==> config.mk <==
export PLATFORM = sky130hd
export DESIGN_NAME = clock_source_startup_control
export DESIGN_NICKNAME = d
export VERILOG_FILES = /design/src/include/clk_startup_pkg.sv /design/src/verilog/clock_source_startup_control.sv /design/src/verilog/startup_counter.sv /design/src/verilog/osc_trim_reg.sv
export VERILOG_INCLUDE_DIRS = /design/src /design/src/include
export SDC_FILE = /design/constraint.sdc
export NUM_CORES = 1
export LEC_CHECK = 0
export BUFFER_PORTS_ARGS = -buffer_cell sky130_fd_sc_hd__buf_2
export CAP_MARGIN = 0
export CORE_ASPECT_RATIO = 0.7
export CORE_MARGIN = 2
export CORE_UTILIZATION = 45
export CTS_BUF_LIST = sky130_fd_sc_hd__clkbuf_2
export DETAILED_ROUTE_END_ITERATION = 7
export GPL_TIMING_DRIVEN = 0
export PLACE_DENSITY = 0.7
export SLEW_MARGIN = 20
export SYNTH_ARGS = -nofsm -noshare
export SYNTH_HDL_FRONTEND = slang
export SYNTH_HIERARCHICAL = 1
export SYNTH_SLANG_ARGS = --single-unit
==> constraint.sdc <==
create_clock -name ref_clk -period 7.2 [get_ports ref_clk]
set_input_delay 0.36 -clock ref_clk [delete_from_list [all_inputs] [get_ports ref_clk]]
set_output_delay 0.36 -clock ref_clk [all_outputs]
set_load 0.02 [all_outputs]
==> src/include/clk_startup_cfg.svh <==
// Constants for the clock source and start-up control block.
`ifndef CLK_STARTUP_CFG_SVH
`define CLK_STARTUP_CFG_SVH

// ****************************************************************
// Fuse defaults, a one reads as unprogrammed
// ****************************************************************
`define CFG_SRC_SEL_DEFAULT   4'b0010
`define CFG_SUT_DEFAULT       2'b10
`define CFG_DIV8_DEFAULT      1'b0
`define CFG_RSTDIS_DEFAULT    1'b1

// ****************************************************************
// Start-up counts, in cycles of the timing oscillator, and the watchdog delays in ms
// ****************************************************************
`define WAKE_CK_CYCLES        15'h0006
`define RESET_CK_CYCLES       15'h000E
`define WD_SHORT_MS           4
`define WD_LONG_MS            64
`define WD_SHORT_CYCLES       15'h0200
`define WD_LONG_CYCLES        15'h2000
`define XTAL_WAKE_CYCLES      15'h4000

// ****************************************************************
// Register offsets and fields
// ****************************************************************
`define REG_TRIM              4'h0
`define REG_STATUS            4'h1
`define REG_SLEEP_CTRL        4'h2
`define TRIM_RESET            8'h00
`define SLEEP_MODE_LSB        0
`define SLEEP_EN_BIT          2
`define STAT_SRC_LSB          0
`define STAT_RUN_BIT          3
`define STAT_CFG_ERR_BIT      4
`define STAT_DIV8_BIT         5

`endif

==> src/include/clk_startup_pkg.sv <==
// Types shared by the clock source and start-up control block.
package clk_startup_pkg;

  typedef enum logic [2:0] {
    SRC_EXT    = 3'h0,
    SRC_RC8M   = 3'h1,
    SRC_RC128K = 3'h2,
    SRC_LFXTAL = 3'h3,
    SRC_XTAL   = 3'h4
  } src_kind_t;

  typedef enum logic [1:0] {
    SLP_IDLE   = 2'h0,
    SLP_ADC_NR = 2'h1,
    SLP_PWR_DN = 2'h2,
    SLP_STDBY  = 2'h3
  } sleep_mode_t;

  typedef enum logic [5:0] {
    ST_LOAD   = 6'b00_0001,
    ST_RST_CK = 6'b00_0010,
    ST_RST_WD = 6'b00_0100,
    ST_RUN    = 6'b00_1000,
    ST_SLEEP  = 6'b01_0000,
    ST_WAKE   = 6'b10_0000
  } ctl_state_t;

endpackage

==> src/verilog/clock_source_startup_control.sv <==
// Clock source selection, start-up timing and domain clock gating.
//
// Added by the designer: the register offsets and the address-and-strobe port.
`timescale 1ns/1ns
`include "clk_startup_cfg.svh"
module clock_source_startup_control
  import clk_startup_pkg::*;
#(
  parameter logic [14:0] WD_LONG_CYCLES   = `WD_LONG_CYCLES,
  parameter logic [14:0] XTAL_WAKE_CYCLES = `XTAL_WAKE_CYCLES
) (
  input  wire logic       ref_clk,              // System clock, 10 MHz.
  input  wire logic       sys_rst,              // Asynchronous reset, active high.
  input  wire logic [3:0] clock_source_select,  // Fuse field, sampled after reset.
  input  wire logic [1:0] startup_time_select,  // Fuse field, sampled after reset.
  input  wire logic       reset_pin_disable,    // Fuse, zero when programmed.
  input  wire logic       divide_by_eight_default, // Fuse, zero when programmed.
  input  wire logic [7:0] cal_byte,             // Factory calibration byte.
  input  wire logic [4:0] src_ticks,            // Per-source cycle enables, indexed by source kind.
  input  wire logic       wd_tick,              // Watchdog oscillator cycle enable.
  input  wire logic       sleep_req,            // Sleep instruction pulse from the core.
  input  wire logic       wake_event,           // Synchronous wake request.
  input  wire logic       ext_int_async,        // Raw level of an asynchronously detected interrupt.
  input  wire logic [3:0] addr,                 // Register address.
  input  wire logic [7:0] wdata,                // Register write data.
  input  wire logic       wr_en,                // Register write strobe.
  input  wire logic       rd_en,                // Register read strobe.
  output logic      [7:0] rdata,                // Read data, valid the cycle after rd_en.
  output logic            exec_enable,          // Core may execute instructions.
  output logic            core_clk_en,          // Core clock gate.
  output logic            flash_clk_en,         // Program-memory clock gate.
  output logic            periph_clk_en,        // Peripheral clock gate.
  output logic            adc_clk_en,           // Converter clock gate.
  output logic            core_freeze,          // Freeze register file, status and stack.
  output logic            ext_int_wake,         // Asynchronous interrupt detect.
  output logic      [7:0] osc_trim,             // Trim to the internal RC oscillator.
  output logic      [2:0] active_source,        // Decoded clock source kind.
  output logic            prescale_div8,        // Initial divide-by-eight request.
  output logic            config_error          // Reserved fuse code seen.
);

  // ****************************************************************
  // Fuse shadow and decode
  // ****************************************************************
  // The fuse shadow is the only copy of the configuration that logic reads.
  // The fuse pins may move at any time, so nothing else looks at them.
  ctl_state_t  state_q, state_d;
  logic [3:0]  src_sel_q;
  logic [1:0]  sut_q;
  logic        rstdis_q;
  logic        div8_q;
  logic        in_load, in_rst_ck, in_rst_wd, in_run, in_sleep, in_wake;

  // One-hot state flags for the decode and the checks.
  assign in_load   = (state_q == ST_LOAD);
  assign in_rst_ck = (state_q == ST_RST_CK);
  assign in_rst_wd = (state_q == ST_RST_WD);
  assign in_run    = (state_q == ST_RUN);
  assign in_sleep  = (state_q == ST_SLEEP);
  assign in_wake   = (state_q == ST_WAKE);

  // Fuses read as the shipped defaults until the first cycle after reset release.
  // Reading them only here keeps the running clock source fixed.
  // A later fuse change needs a new reset to act.
  always_ff @(posedge ref_clk or posedge sys_rst) begin
    if (sys_rst) begin
      src_sel_q <= `CFG_SRC_SEL_DEFAULT;
      sut_q     <= `CFG_SUT_DEFAULT;
      div8_q    <= `CFG_DIV8_DEFAULT;
      rstdis_q  <= `CFG_RSTDIS_DEFAULT;
    end else if (in_load) begin
      src_sel_q <= clock_source_select;
      sut_q     <= startup_time_select;
      div8_q    <= divide_by_eight_default;
      rstdis_q  <= reset_pin_disable;
    end
  end

  // Source decode; reserved odd codes fall back to the internal 8 MHz oscillator.
  // Falling back keeps the part clocked so software can read the error flag.
  src_kind_t src_kind;
  logic      src_reserved, sut_reserved, internal_src, crystal_src;

  assign src_reserved = !src_sel_q[3] && src_sel_q[0];
  assign sut_reserved = (sut_q == 2'b11);
  assign src_kind     = src_sel_q[3]              ? SRC_XTAL   :
                        (src_sel_q[2:0] == 3'h0)  ? SRC_EXT    :
                        (src_sel_q[2:0] == 3'h4)  ? SRC_RC128K :
                        (src_sel_q[2:0] == 3'h6)  ? SRC_LFXTAL : SRC_RC8M;
  // Group flags used by the length decode.
  assign internal_src = (src_kind == SRC_RC8M) || (src_kind == SRC_RC128K);
  assign crystal_src  = (src_kind == SRC_XTAL) || (src_kind == SRC_LFXTAL);

  // ****************************************************************
  // Start-up lengths
  // ****************************************************************
  // Two lengths: the watchdog part of a reset start and the wake count.
  // The reset clock-cycle count is fixed at fourteen.
  // Crystal wake is long; the other sources settle in six cycles.
  logic [14:0] wd_len, wake_len;
  logic        src_tick;

  // Extra reset delay in watchdog cycles; the reserved code takes the longest one.
  // A disabled reset pin stretches code 00 for the internal oscillators so a programmer can still get in.
  assign wd_len = crystal_src                           ? WD_LONG_CYCLES   :
                  (sut_q == 2'b00 && internal_src && !rstdis_q) ? `WD_SHORT_CYCLES :
                  (sut_q == 2'b00)                      ? 15'h0000         :
                  (sut_q == 2'b01)                      ? `WD_SHORT_CYCLES :
                                                          WD_LONG_CYCLES;
  assign wake_len = crystal_src ? XTAL_WAKE_CYCLES : `WAKE_CK_CYCLES;

  // Only the selected source's ticks time the clock-cycle parts of start-up.
  // A stalled source stalls the start-up instead of being skipped.
  assign src_tick = src_ticks[src_kind];

  // ****************************************************************
  // Start-up counters
  // ****************************************************************
  logic        ck_load, wd_load, ck_done, wd_done;
  logic [14:0] ck_load_val, ck_count, wd_count;

  // Each counter loads on the edge that enters its phase.
  // A tick on that edge is lost to the load, so counting starts with the next tick.
  assign ck_load     = (state_d != state_q) && ((state_d == ST_RST_CK) || (state_d == ST_WAKE));
  assign ck_load_val = (state_d == ST_WAKE) ? wake_len : `RESET_CK_CYCLES;
  assign wd_load     = (state_d != state_q) && (state_d == ST_RST_WD);

  // Both counters are one module; only their load, tick and length differ.
  // Counts cycles of the selected source.
  startup_counter u_ck_cnt (
    .ref_clk  (ref_clk),
    .sys_rst  (sys_rst),
    .load     (ck_load),
    .load_val (ck_load_val),
    .tick     (src_tick),
    .count_q  (ck_count),
    .done     (ck_done)
  );

  // Counts watchdog cycles, whatever the system clock source is.
  // Its ticks come from a separate oscillator.
  startup_counter u_wd_cnt (
    .ref_clk  (ref_clk),
    .sys_rst  (sys_rst),
    .load     (wd_load),
    .load_val (wd_len),
    .tick     (wd_tick),
    .count_q  (wd_count),
    .done     (wd_done)
  );

  // ****************************************************************
  // Sequencer
  // ****************************************************************
  // Sleep is honoured only when software has armed it.
  // A request with the enable clear leaves the core running.
  logic [2:0] sleep_ctrl_q;
  logic       sleep_en, deep_sleep, wake_any;

  assign sleep_en   = sleep_ctrl_q[`SLEEP_EN_BIT];
  // Standby is handled like power-down.
  assign deep_sleep = (sleep_ctrl_q[1:0] == SLP_PWR_DN) || (sleep_ctrl_q[1:0] == SLP_STDBY);
  assign wake_any   = wake_event || ext_int_async;

  // Reset start runs the cycle count then the watchdog delay; deep sleep wakes
  // through the source cycle count, light sleep resumes at once.
  // Light sleep keeps the oscillator running, so it needs no settling count.
  always_comb begin
    state_d = state_q;
    unique case (state_q)
      ST_LOAD:   state_d = ST_RST_CK;
      ST_RST_CK: if (ck_done) state_d = ST_RST_WD;
      ST_RST_WD: if (wd_done) state_d = ST_RUN;
      ST_RUN:    if (sleep_req && sleep_en) state_d = ST_SLEEP;
      ST_SLEEP:  if (wake_any) state_d = deep_sleep ? ST_WAKE : ST_RUN;
      ST_WAKE:   if (ck_done) state_d = ST_RUN;
      default:   state_d = ST_LOAD;
    endcase
  end

  // State register.
  // Reset parks it in the load state, so the fuses are read once per reset.
  always_ff @(posedge ref_clk or posedge sys_rst) begin
    if (sys_rst) begin
      state_q <= ST_LOAD;
    end else begin
      state_q <= state_d;
    end
  end

  // ****************************************************************
  // Domain clock gating
  // ****************************************************************
  // Gates decode the next state, so they switch on the edge the state moves.
  // Gate and state therefore never disagree for a cycle.
  // Converter gate covers the peripheral gate, which covers the core gate.
  logic core_en_d, periph_en_d, adc_en_d;
  logic core_en_q, periph_en_q, adc_en_q;
  logic slp_idle, slp_adc;

  assign slp_idle    = (state_d == ST_SLEEP) && (sleep_ctrl_q[1:0] == SLP_IDLE);
  assign slp_adc     = (state_d == ST_SLEEP) && (sleep_ctrl_q[1:0] == SLP_ADC_NR);
  assign core_en_d   = (state_d == ST_RUN);
  assign periph_en_d = core_en_d || slp_idle;
  assign adc_en_d    = periph_en_d || slp_adc;

  // Gates are registered so they change only on a clock edge and never glitch.
  // They start shut, so nothing runs in reset.
  always_ff @(posedge ref_clk or posedge sys_rst) begin
    if (sys_rst) begin
      core_en_q   <= 1'b0;
      periph_en_q <= 1'b0;
      adc_en_q    <= 1'b0;
    end else begin
      core_en_q   <= core_en_d;
      periph_en_q <= periph_en_d;
      adc_en_q    <= adc_en_d;
    end
  end

  // Execution follows the core gate, and program memory is gated with it.
  assign exec_enable   = core_en_q;
  assign core_clk_en   = core_en_q;
  assign flash_clk_en  = core_en_q;
  assign periph_clk_en = periph_en_q;
  assign adc_clk_en    = adc_en_q;
  assign core_freeze   = !core_en_q;
  // No clock in this path, so the detect works with every gate shut.
  assign ext_int_wake  = ext_int_async;

  // ****************************************************************
  // Register port
  // ****************************************************************
  // Three byte registers: trim, read-only status and sleep control.
  // Writes to status or to unused addresses have no effect.
  // Reads answer one cycle late and never stall.
  logic       trim_wr, sleep_wr;
  logic [7:0] status_val, rd_mux;
  logic [7:0] rdata_q;

  assign trim_wr  = wr_en && (addr == `REG_TRIM);
  assign sleep_wr = wr_en && (addr == `REG_SLEEP_CTRL);

  // Trim value; the factory load happens in the cycle after reset release.
  // A software write in that cycle loses to the factory byte.
  osc_trim_reg u_trim (
    .ref_clk  (ref_clk),
    .sys_rst  (sys_rst),
    .load_cal (in_load),
    .cal_byte (cal_byte),
    .wr       (trim_wr),
    .wdata    (wdata),
    .trim_q   (osc_trim)
  );

  // Sleep control: mode and enable.
  // Bits above the enable are dropped on write and read back as zero.
  always_ff @(posedge ref_clk or posedge sys_rst) begin
    if (sys_rst) begin
      sleep_ctrl_q <= 3'h0;
    end else if (sleep_wr) begin
      sleep_ctrl_q <= wdata[2:0];
    end
  end

  // Status packs source, run flag, fuse error and the divide-by-eight fuse.
  // That fuse reads as stored, so a zero there means programmed.
  assign status_val = {2'b00, div8_q, (src_reserved || sut_reserved), in_run, src_kind};
  assign rd_mux     = (addr == `REG_TRIM)       ? osc_trim :
                      (addr == `REG_STATUS)     ? status_val :
                      (addr == `REG_SLEEP_CTRL) ? {5'h00, sleep_ctrl_q} : 8'h00;

  // Read data stand for one cycle only and read zero otherwise.
  // Clearing between reads keeps a stale byte off the bus.
  always_ff @(posedge ref_clk or posedge sys_rst) begin
    if (sys_rst) begin
      rdata_q <= 8'h00;
    end else begin
      rdata_q <= rd_en ? rd_mux : 8'h00;
    end
  end

  // Outputs taken from the shadow, the decode and the read register.
  assign rdata         = rdata_q;
  assign active_source = src_kind;
  assign prescale_div8 = !div8_q;
  assign config_error  = src_reserved || sut_reserved;
endmodule

==> src/verilog/startup_counter.sv <==
// Loadable down counter that counts enable ticks of a timing oscillator.
`timescale 1ns/1ns
module startup_counter (
  input  wire logic        ref_clk,   // System clock.
  input  wire logic        sys_rst,   // Asynchronous reset, active high.
  input  wire logic        load,      // Load pulse.
  input  wire logic [14:0] load_val,  // Value to load.
  input  wire logic        tick,      // One-cycle enable from the timing oscillator.
  output logic      [14:0] count_q,   // Remaining ticks.
  output logic             done       // High while the count is zero.
);

  // Count down on each tick and park at zero so a late tick cannot wrap.
  always_ff @(posedge ref_clk or posedge sys_rst) begin
    if (sys_rst) begin
      count_q <= 15'h0000;
    end else if (load) begin
      count_q <= load_val;
    end else if (tick && (count_q != 15'h0000)) begin
      count_q <= count_q - 15'h0001;
    end
  end

  // Zero means the timed phase is over.
  assign done = (count_q == 15'h0000);

endmodule

==> src/verilog/osc_trim_reg.sv <==
// Oscillator trim register: calibration load at reset and software override.
`timescale 1ns/1ns
`include "clk_startup_cfg.svh"
module osc_trim_reg (
  input  wire logic       ref_clk,   // System clock.
  input  wire logic       sys_rst,   // Asynchronous reset, active high.
  input  wire logic       load_cal,  // Load the factory byte.
  input  wire logic [7:0] cal_byte,  // Factory calibration byte.
  input  wire logic       wr,        // Software write strobe.
  input  wire logic [7:0] wdata,     // Software write data.
  output logic      [7:0] trim_q     // Trim value to the RC oscillator.
);

  // The factory load owns the register while reset finishes; software comes after.
  always_ff @(posedge ref_clk or posedge sys_rst) begin
    if (sys_rst) begin
      trim_q <= `TRIM_RESET;
    end else if (load_cal) begin
      trim_q <= cal_byte;
    end else if (wr) begin
      trim_q <= wdata;
    end
  end

endmodule

==> metrics.txt <==
# TYPE chip_impl_metric gauge
chip_impl_metric{name="ant_nets",unit=""} 0
chip_impl_metric{name="synth-simple-area-share",unit="%"} 22.7
chip_impl_metric{name="drc_errors",unit=""} 0
chip_impl_metric{name="p_comb_share",unit="%"} 43.3
chip_impl_metric{name="vias_in_the_first_global_route",unit=""} 3293
chip_impl_metric{name="vias",unit=""} 3488
chip_impl_info{name="cts_tree",value="done"} 1
chip_impl_metric{name="detail_route.wirelength",unit="mm"} 9.42
chip_impl_metric{name="place_hpwl",unit="mm"} 6.98
chip_impl_metric{name="worst-path-max-fanout",unit=""} 8
chip_impl_metric{name="core",unit="µm²"} 8370
chip_impl_metric{name="grt_remaining_overflow",unit=""} 0
chip_impl_metric{name="placementRows",unit=""} 28
chip_impl_metric{name="timing.critical_path.required",unit="ns"} 7.63
chip_impl_metric{name="worst_ep_arrival_time",unit="ns"} 4.08
chip_impl_metric{name="timing.max_slew.rel_slack",unit="%"} 39.1
chip_impl_metric{name="start_util",unit="%"} 45.8
chip_impl_info{name="setup.worst_path.start_class",value="flop"} 1
chip_impl_metric{name="worst_hold_slack",unit="ns"} 0.0383
chip_impl_metric{name="drt-initial-drc-count",unit=""} 237
chip_impl_metric{name="gp_congestion",unit=""} 0.888
chip_impl_metric{name="ratio_of_routed_vias_to_standard_cells",unit=""} 5.63
chip_impl_metric{name="max_cap_viol_count",unit=""} 0
chip_impl_info{name="timing.critical_path.to_type",value="flop"} 1
chip_impl_metric{name="grt_max_degree",unit=""} 29
chip_impl_metric{name="post_drt_wl_per_cell",unit="µm"} 15.2
chip_impl_metric{name="swShare",unit="%"} 42.3
chip_impl_metric{name="synthesis.area",unit="µm²"} 3830
chip_impl_metric{name="synth_enable_flop_cells",unit=""} 0
chip_impl_metric{name="fin_crit_sh",unit="%"} 50.8
chip_impl_metric{name="vdd_ir_drop_max",unit="mV"} 0.214
chip_impl_metric{name="dieHeight",unit="µm"} 81.2
chip_impl_metric{name="antenna-diode-count",unit=""} 0
chip_impl_metric{name="total_switching_power",unit="µW"} 671
chip_impl_metric{name="setup_ws",unit="ns"} 3.55
chip_impl_info{name="run_status",value="completed"} 1
chip_impl_metric{name="synth-seq-cells",unit=""} 66
chip_impl_metric{name="synth_compound_area_share",unit="%"} 20.0
chip_impl_metric{name="synth.distinct_cells",unit=""} 59
chip_impl_metric{name="sequential_area_share_after_synthesis",unit="%"} 43.2
chip_impl_metric{name="power.density",unit="nW/µm²"} 350
chip_impl_metric{name="postSynthCellCount",unit=""} 407
chip_impl_metric{name="synth-async-reset-ratio",unit="%"} 100
chip_impl_info{name="root_buffer",value="clkbuf_2"} 1
chip_impl_metric{name="clock_power_share",unit="%"} 15.8
chip_impl_info{name="dominant_synthesized_flop_cell",value="dfrtp_1"} 1
chip_impl_metric{name="port_buffers",unit=""} 67
chip_impl_metric{name="worst_skew_pair.late_latency",unit="ns"} 0.52
chip_impl_metric{name="wire_length_of_the_first_global_routing_pass",unit="mm"} 15.8
chip_impl_metric{name="intPower",unit="µW"} 916
chip_impl_metric{name="final_period_minus_worst_setup_slack",unit="ns"} 3.65
chip_impl_metric{name="worst-slew-pin-transition",unit="ns"} 0.913
chip_impl_metric{name="seq_power_share",unit="%"} 40.9
chip_impl_metric{name="synth-adder-area-share",unit="%"} 0.653
chip_impl_info{name="timing_worst_setup_path_type",value="flop to flop"} 1
chip_impl_metric{name="detailedPlace.worstSlack",unit="ns"} 3.59
chip_impl_info{name="combinational_family_with_the_most_area_after_synthesis",value="simple AND/OR/NAND/NOR gates"} 1
chip_impl_metric{name="track_usage",unit="%"} 21.6
chip_impl_metric{name="boundaryPins",unit=""} 69
chip_impl_metric{name="clock_path_buffers",unit=""} 2
chip_impl_info{name="class_of_the_worst_hold_path",value="primary input to flop"} 1
chip_impl_info{name="rsz_0062_raised_after_global_routing",value="false"} 1
chip_impl_metric{name="synth_xor_area_share",unit="%"} 0.228
chip_impl_metric{name="drt_pre_antenna_iters",unit=""} 4
chip_impl_metric{name="setup_viol_count_final",unit=""} 0
chip_impl_metric{name="power.static_leakage",unit="nW"} 2.05
chip_impl_metric{name="cts-htree-levels",unit=""} 3
chip_impl_metric{name="post-cts-setup-buffer-count",unit=""} 0
chip_impl_metric{name="setup_tns",unit="ns"} 0
chip_impl_metric{name="final_max_slew_viol_count",unit=""} 0
chip_impl_metric{name="numClockSinks",unit=""} 66
chip_impl_metric{name="finalPower",unit="mW"} 1.59
chip_impl_metric{name="layout-area-overhead-vs-synth",unit="%"} 18.4
chip_impl_metric{name="layout-drive-gt1-share",unit="%"} 24.3
chip_impl_metric{name="max_clock_freq",unit="GHz"} 0.274
chip_impl_metric{name="multiplexer_area_fraction_after_synthesis",unit="%"} 5.77
chip_impl_metric{name="report.final.hold_viol_count",unit=""} 0
chip_impl_metric{name="syn_avg_cell_area",unit="µm²"} 9.42
chip_impl_metric{name="antenna_found_initial",unit=""} 0
chip_impl_metric{name="area_of_the_die",unit="µm²"} 9290
chip_impl_metric{name="worst_clock_skew",unit="ns"} 0.0293
chip_impl_metric{name="clock_transition_at_the_registers_of_the_reported_paths",unit="ns"} 0.20
chip_impl_metric{name="layout.nets",unit=""} 553
chip_impl_metric{name="die_width",unit="µm"} 114
chip_impl_metric{name="total_number_of_yosys_warnings",unit=""} 6
chip_impl_metric{name="tritoncts.num_buffers",unit=""} 9
## Yosys cell counts (8+ instances only)
cell / count / area, µm²
mux2_2: 9 / 101
o21ai_0: 28 / 140
nor2_1: 25 / 93.8
or4_1: 11 / 82.6
a21oi_1: 22 / 110
a31oi_1: 9 / 56.3
mux2i_1: 12 / 120
a2bb2oi_1: 8 / 70.1
dfrtp_1: 62 / 1550
nor3_1: 12 / 60.1
buf_6: 8 / 90.1
nor4_1: 15 / 93.8
inv_1: 27 / 101
nand2_1: 32 / 120
o21ai_1: 8 / 40.0
## routing by layer
layer	up-vias	part of all wire [%]	track usage (%)
met2	118	45	32.9
met4	0	1.1	7.20
met3	11	6.5	6.49
met1	1658	47	29.7
met5	-	0	0
li1	1701	-	-
## final cells by class
class | count | area [µm²]
plain buffers | 24 | 179
fillers | 755 | 3830
flip-flops and latches | 66 | 1660
repair buffers | 69 | 355
multi-input cells | 313 | 1980
clock inverters | 6 | 81.3
clock buffers | 10 | 50.0
well taps | 105 | 131
inverters | 27 | 101
## cell usage in the layout (no fill, tap or decap), types with 5 or more instances in the layout
cell type,count
buf_2,69
mux2_2,9
and2_1,5
a21oi_1,22
o2111ai_1,6
nor4_1,15
buf_6,8
o21ai_0,28
dfrtp_1,62
nor3_1,12
or2_1,5
nand3b_1,5
conb_1,24
inv_1,26
a2bb2oi_1,8
clkbuf_1,7
buf_4,7
nor2_1,25
clkbuf_2,10
mux2i_1,12
o21ai_1,8
nand3_1,6
or4_1,11
a31oi_1,9
nand2_1,32
## critical path: stages, from the launching register on
cell	delay [ns]
dfrtp_1	0.50
nor3b_1	0.66
a2111oi_0	0.15
a221oi_1	0.76
nand3b_1	0.40
or4_4	0.55
o311a_1	0.31
a221o_1	0.26
## power by group through the flow
stage	Combinational, mW	Clock, mW	Sequential, mW
6_report	0.687	0.251	0.649
3_3_place_gp	0.660	0	0.643
4_1_cts	0.683	0.258	0.645
5_1_grt	0.759	0.274	0.669
3_5_place_dp	0.681	0	0.651
2_1_floorplan	0.493	0	0.642
## final timing paths
| check | from | end | slack (ns) | depth (start not counted) |
|---|---|---|---|---|
| worst max register to register | src_sel_q[3] | u_ck_cnt/count_q[12] | 3.55 | 7 |
| worst min-delay path | ext_int_async | state_q[4] | 0.04 | 2 |
| min in group asynchronous | sys_rst | u_trim/trim_q[6] | 0.35 | 3 |
| max in group asynchronous | sys_rst | u_ck_cnt/count_q[0] | 6.29 | 3 |
| worst min register to register | u_trim/trim_q[4] | rdata[4] | 0.53 | 2 |
| worst max-delay path | src_sel_q[3] | u_ck_cnt/count_q[12] | 3.55 | 7 |
## repair_timing
action                                 4_1_cts  5_1_grt
hold buffers                                 2        0
endpoints found under the hold margin       39        0
gates resized for setup                      0        0
## cells by family after synthesis
group / count (synthesis)
AO/OA/AOI/OAI: 116
adder cells (fa/ha/maj): 2
AND/OR/NAND/NOR: 149
other: 1
multiplexers: 21
buffers and inverters: 51
XOR/XNOR: 1
flip-flops: 66
## state kept, by name, indices dropped and copies added (netlist names)
signal            count
div8_q                1
rdata                 8
periph_clk_en         1
u_trim/trim_q         8
sut_q                 2
src_sel_q             4
u_ck_cnt/count_q     15
u_wd_cnt/count_q     15
core_clk_en           1
sleep_ctrl_q          3
adc_clk_en            1
state_q               6
rstdis_q              1
## per-stage QoR
stage / util, % / cells / instance area (µm²)
2_1_floorplan: - / 430 / 3920
3_3_place_gp: 52.4 / 602 / 4390
3_5_place_dp: 52.4 / 602 / 4390
4_1_cts: 54.2 / 620 / 4540
5_1_grt: 54.2 / 620 / 4540
6_report: 54.2 / 620 / 4540
(Power assumes the default switching activity.)
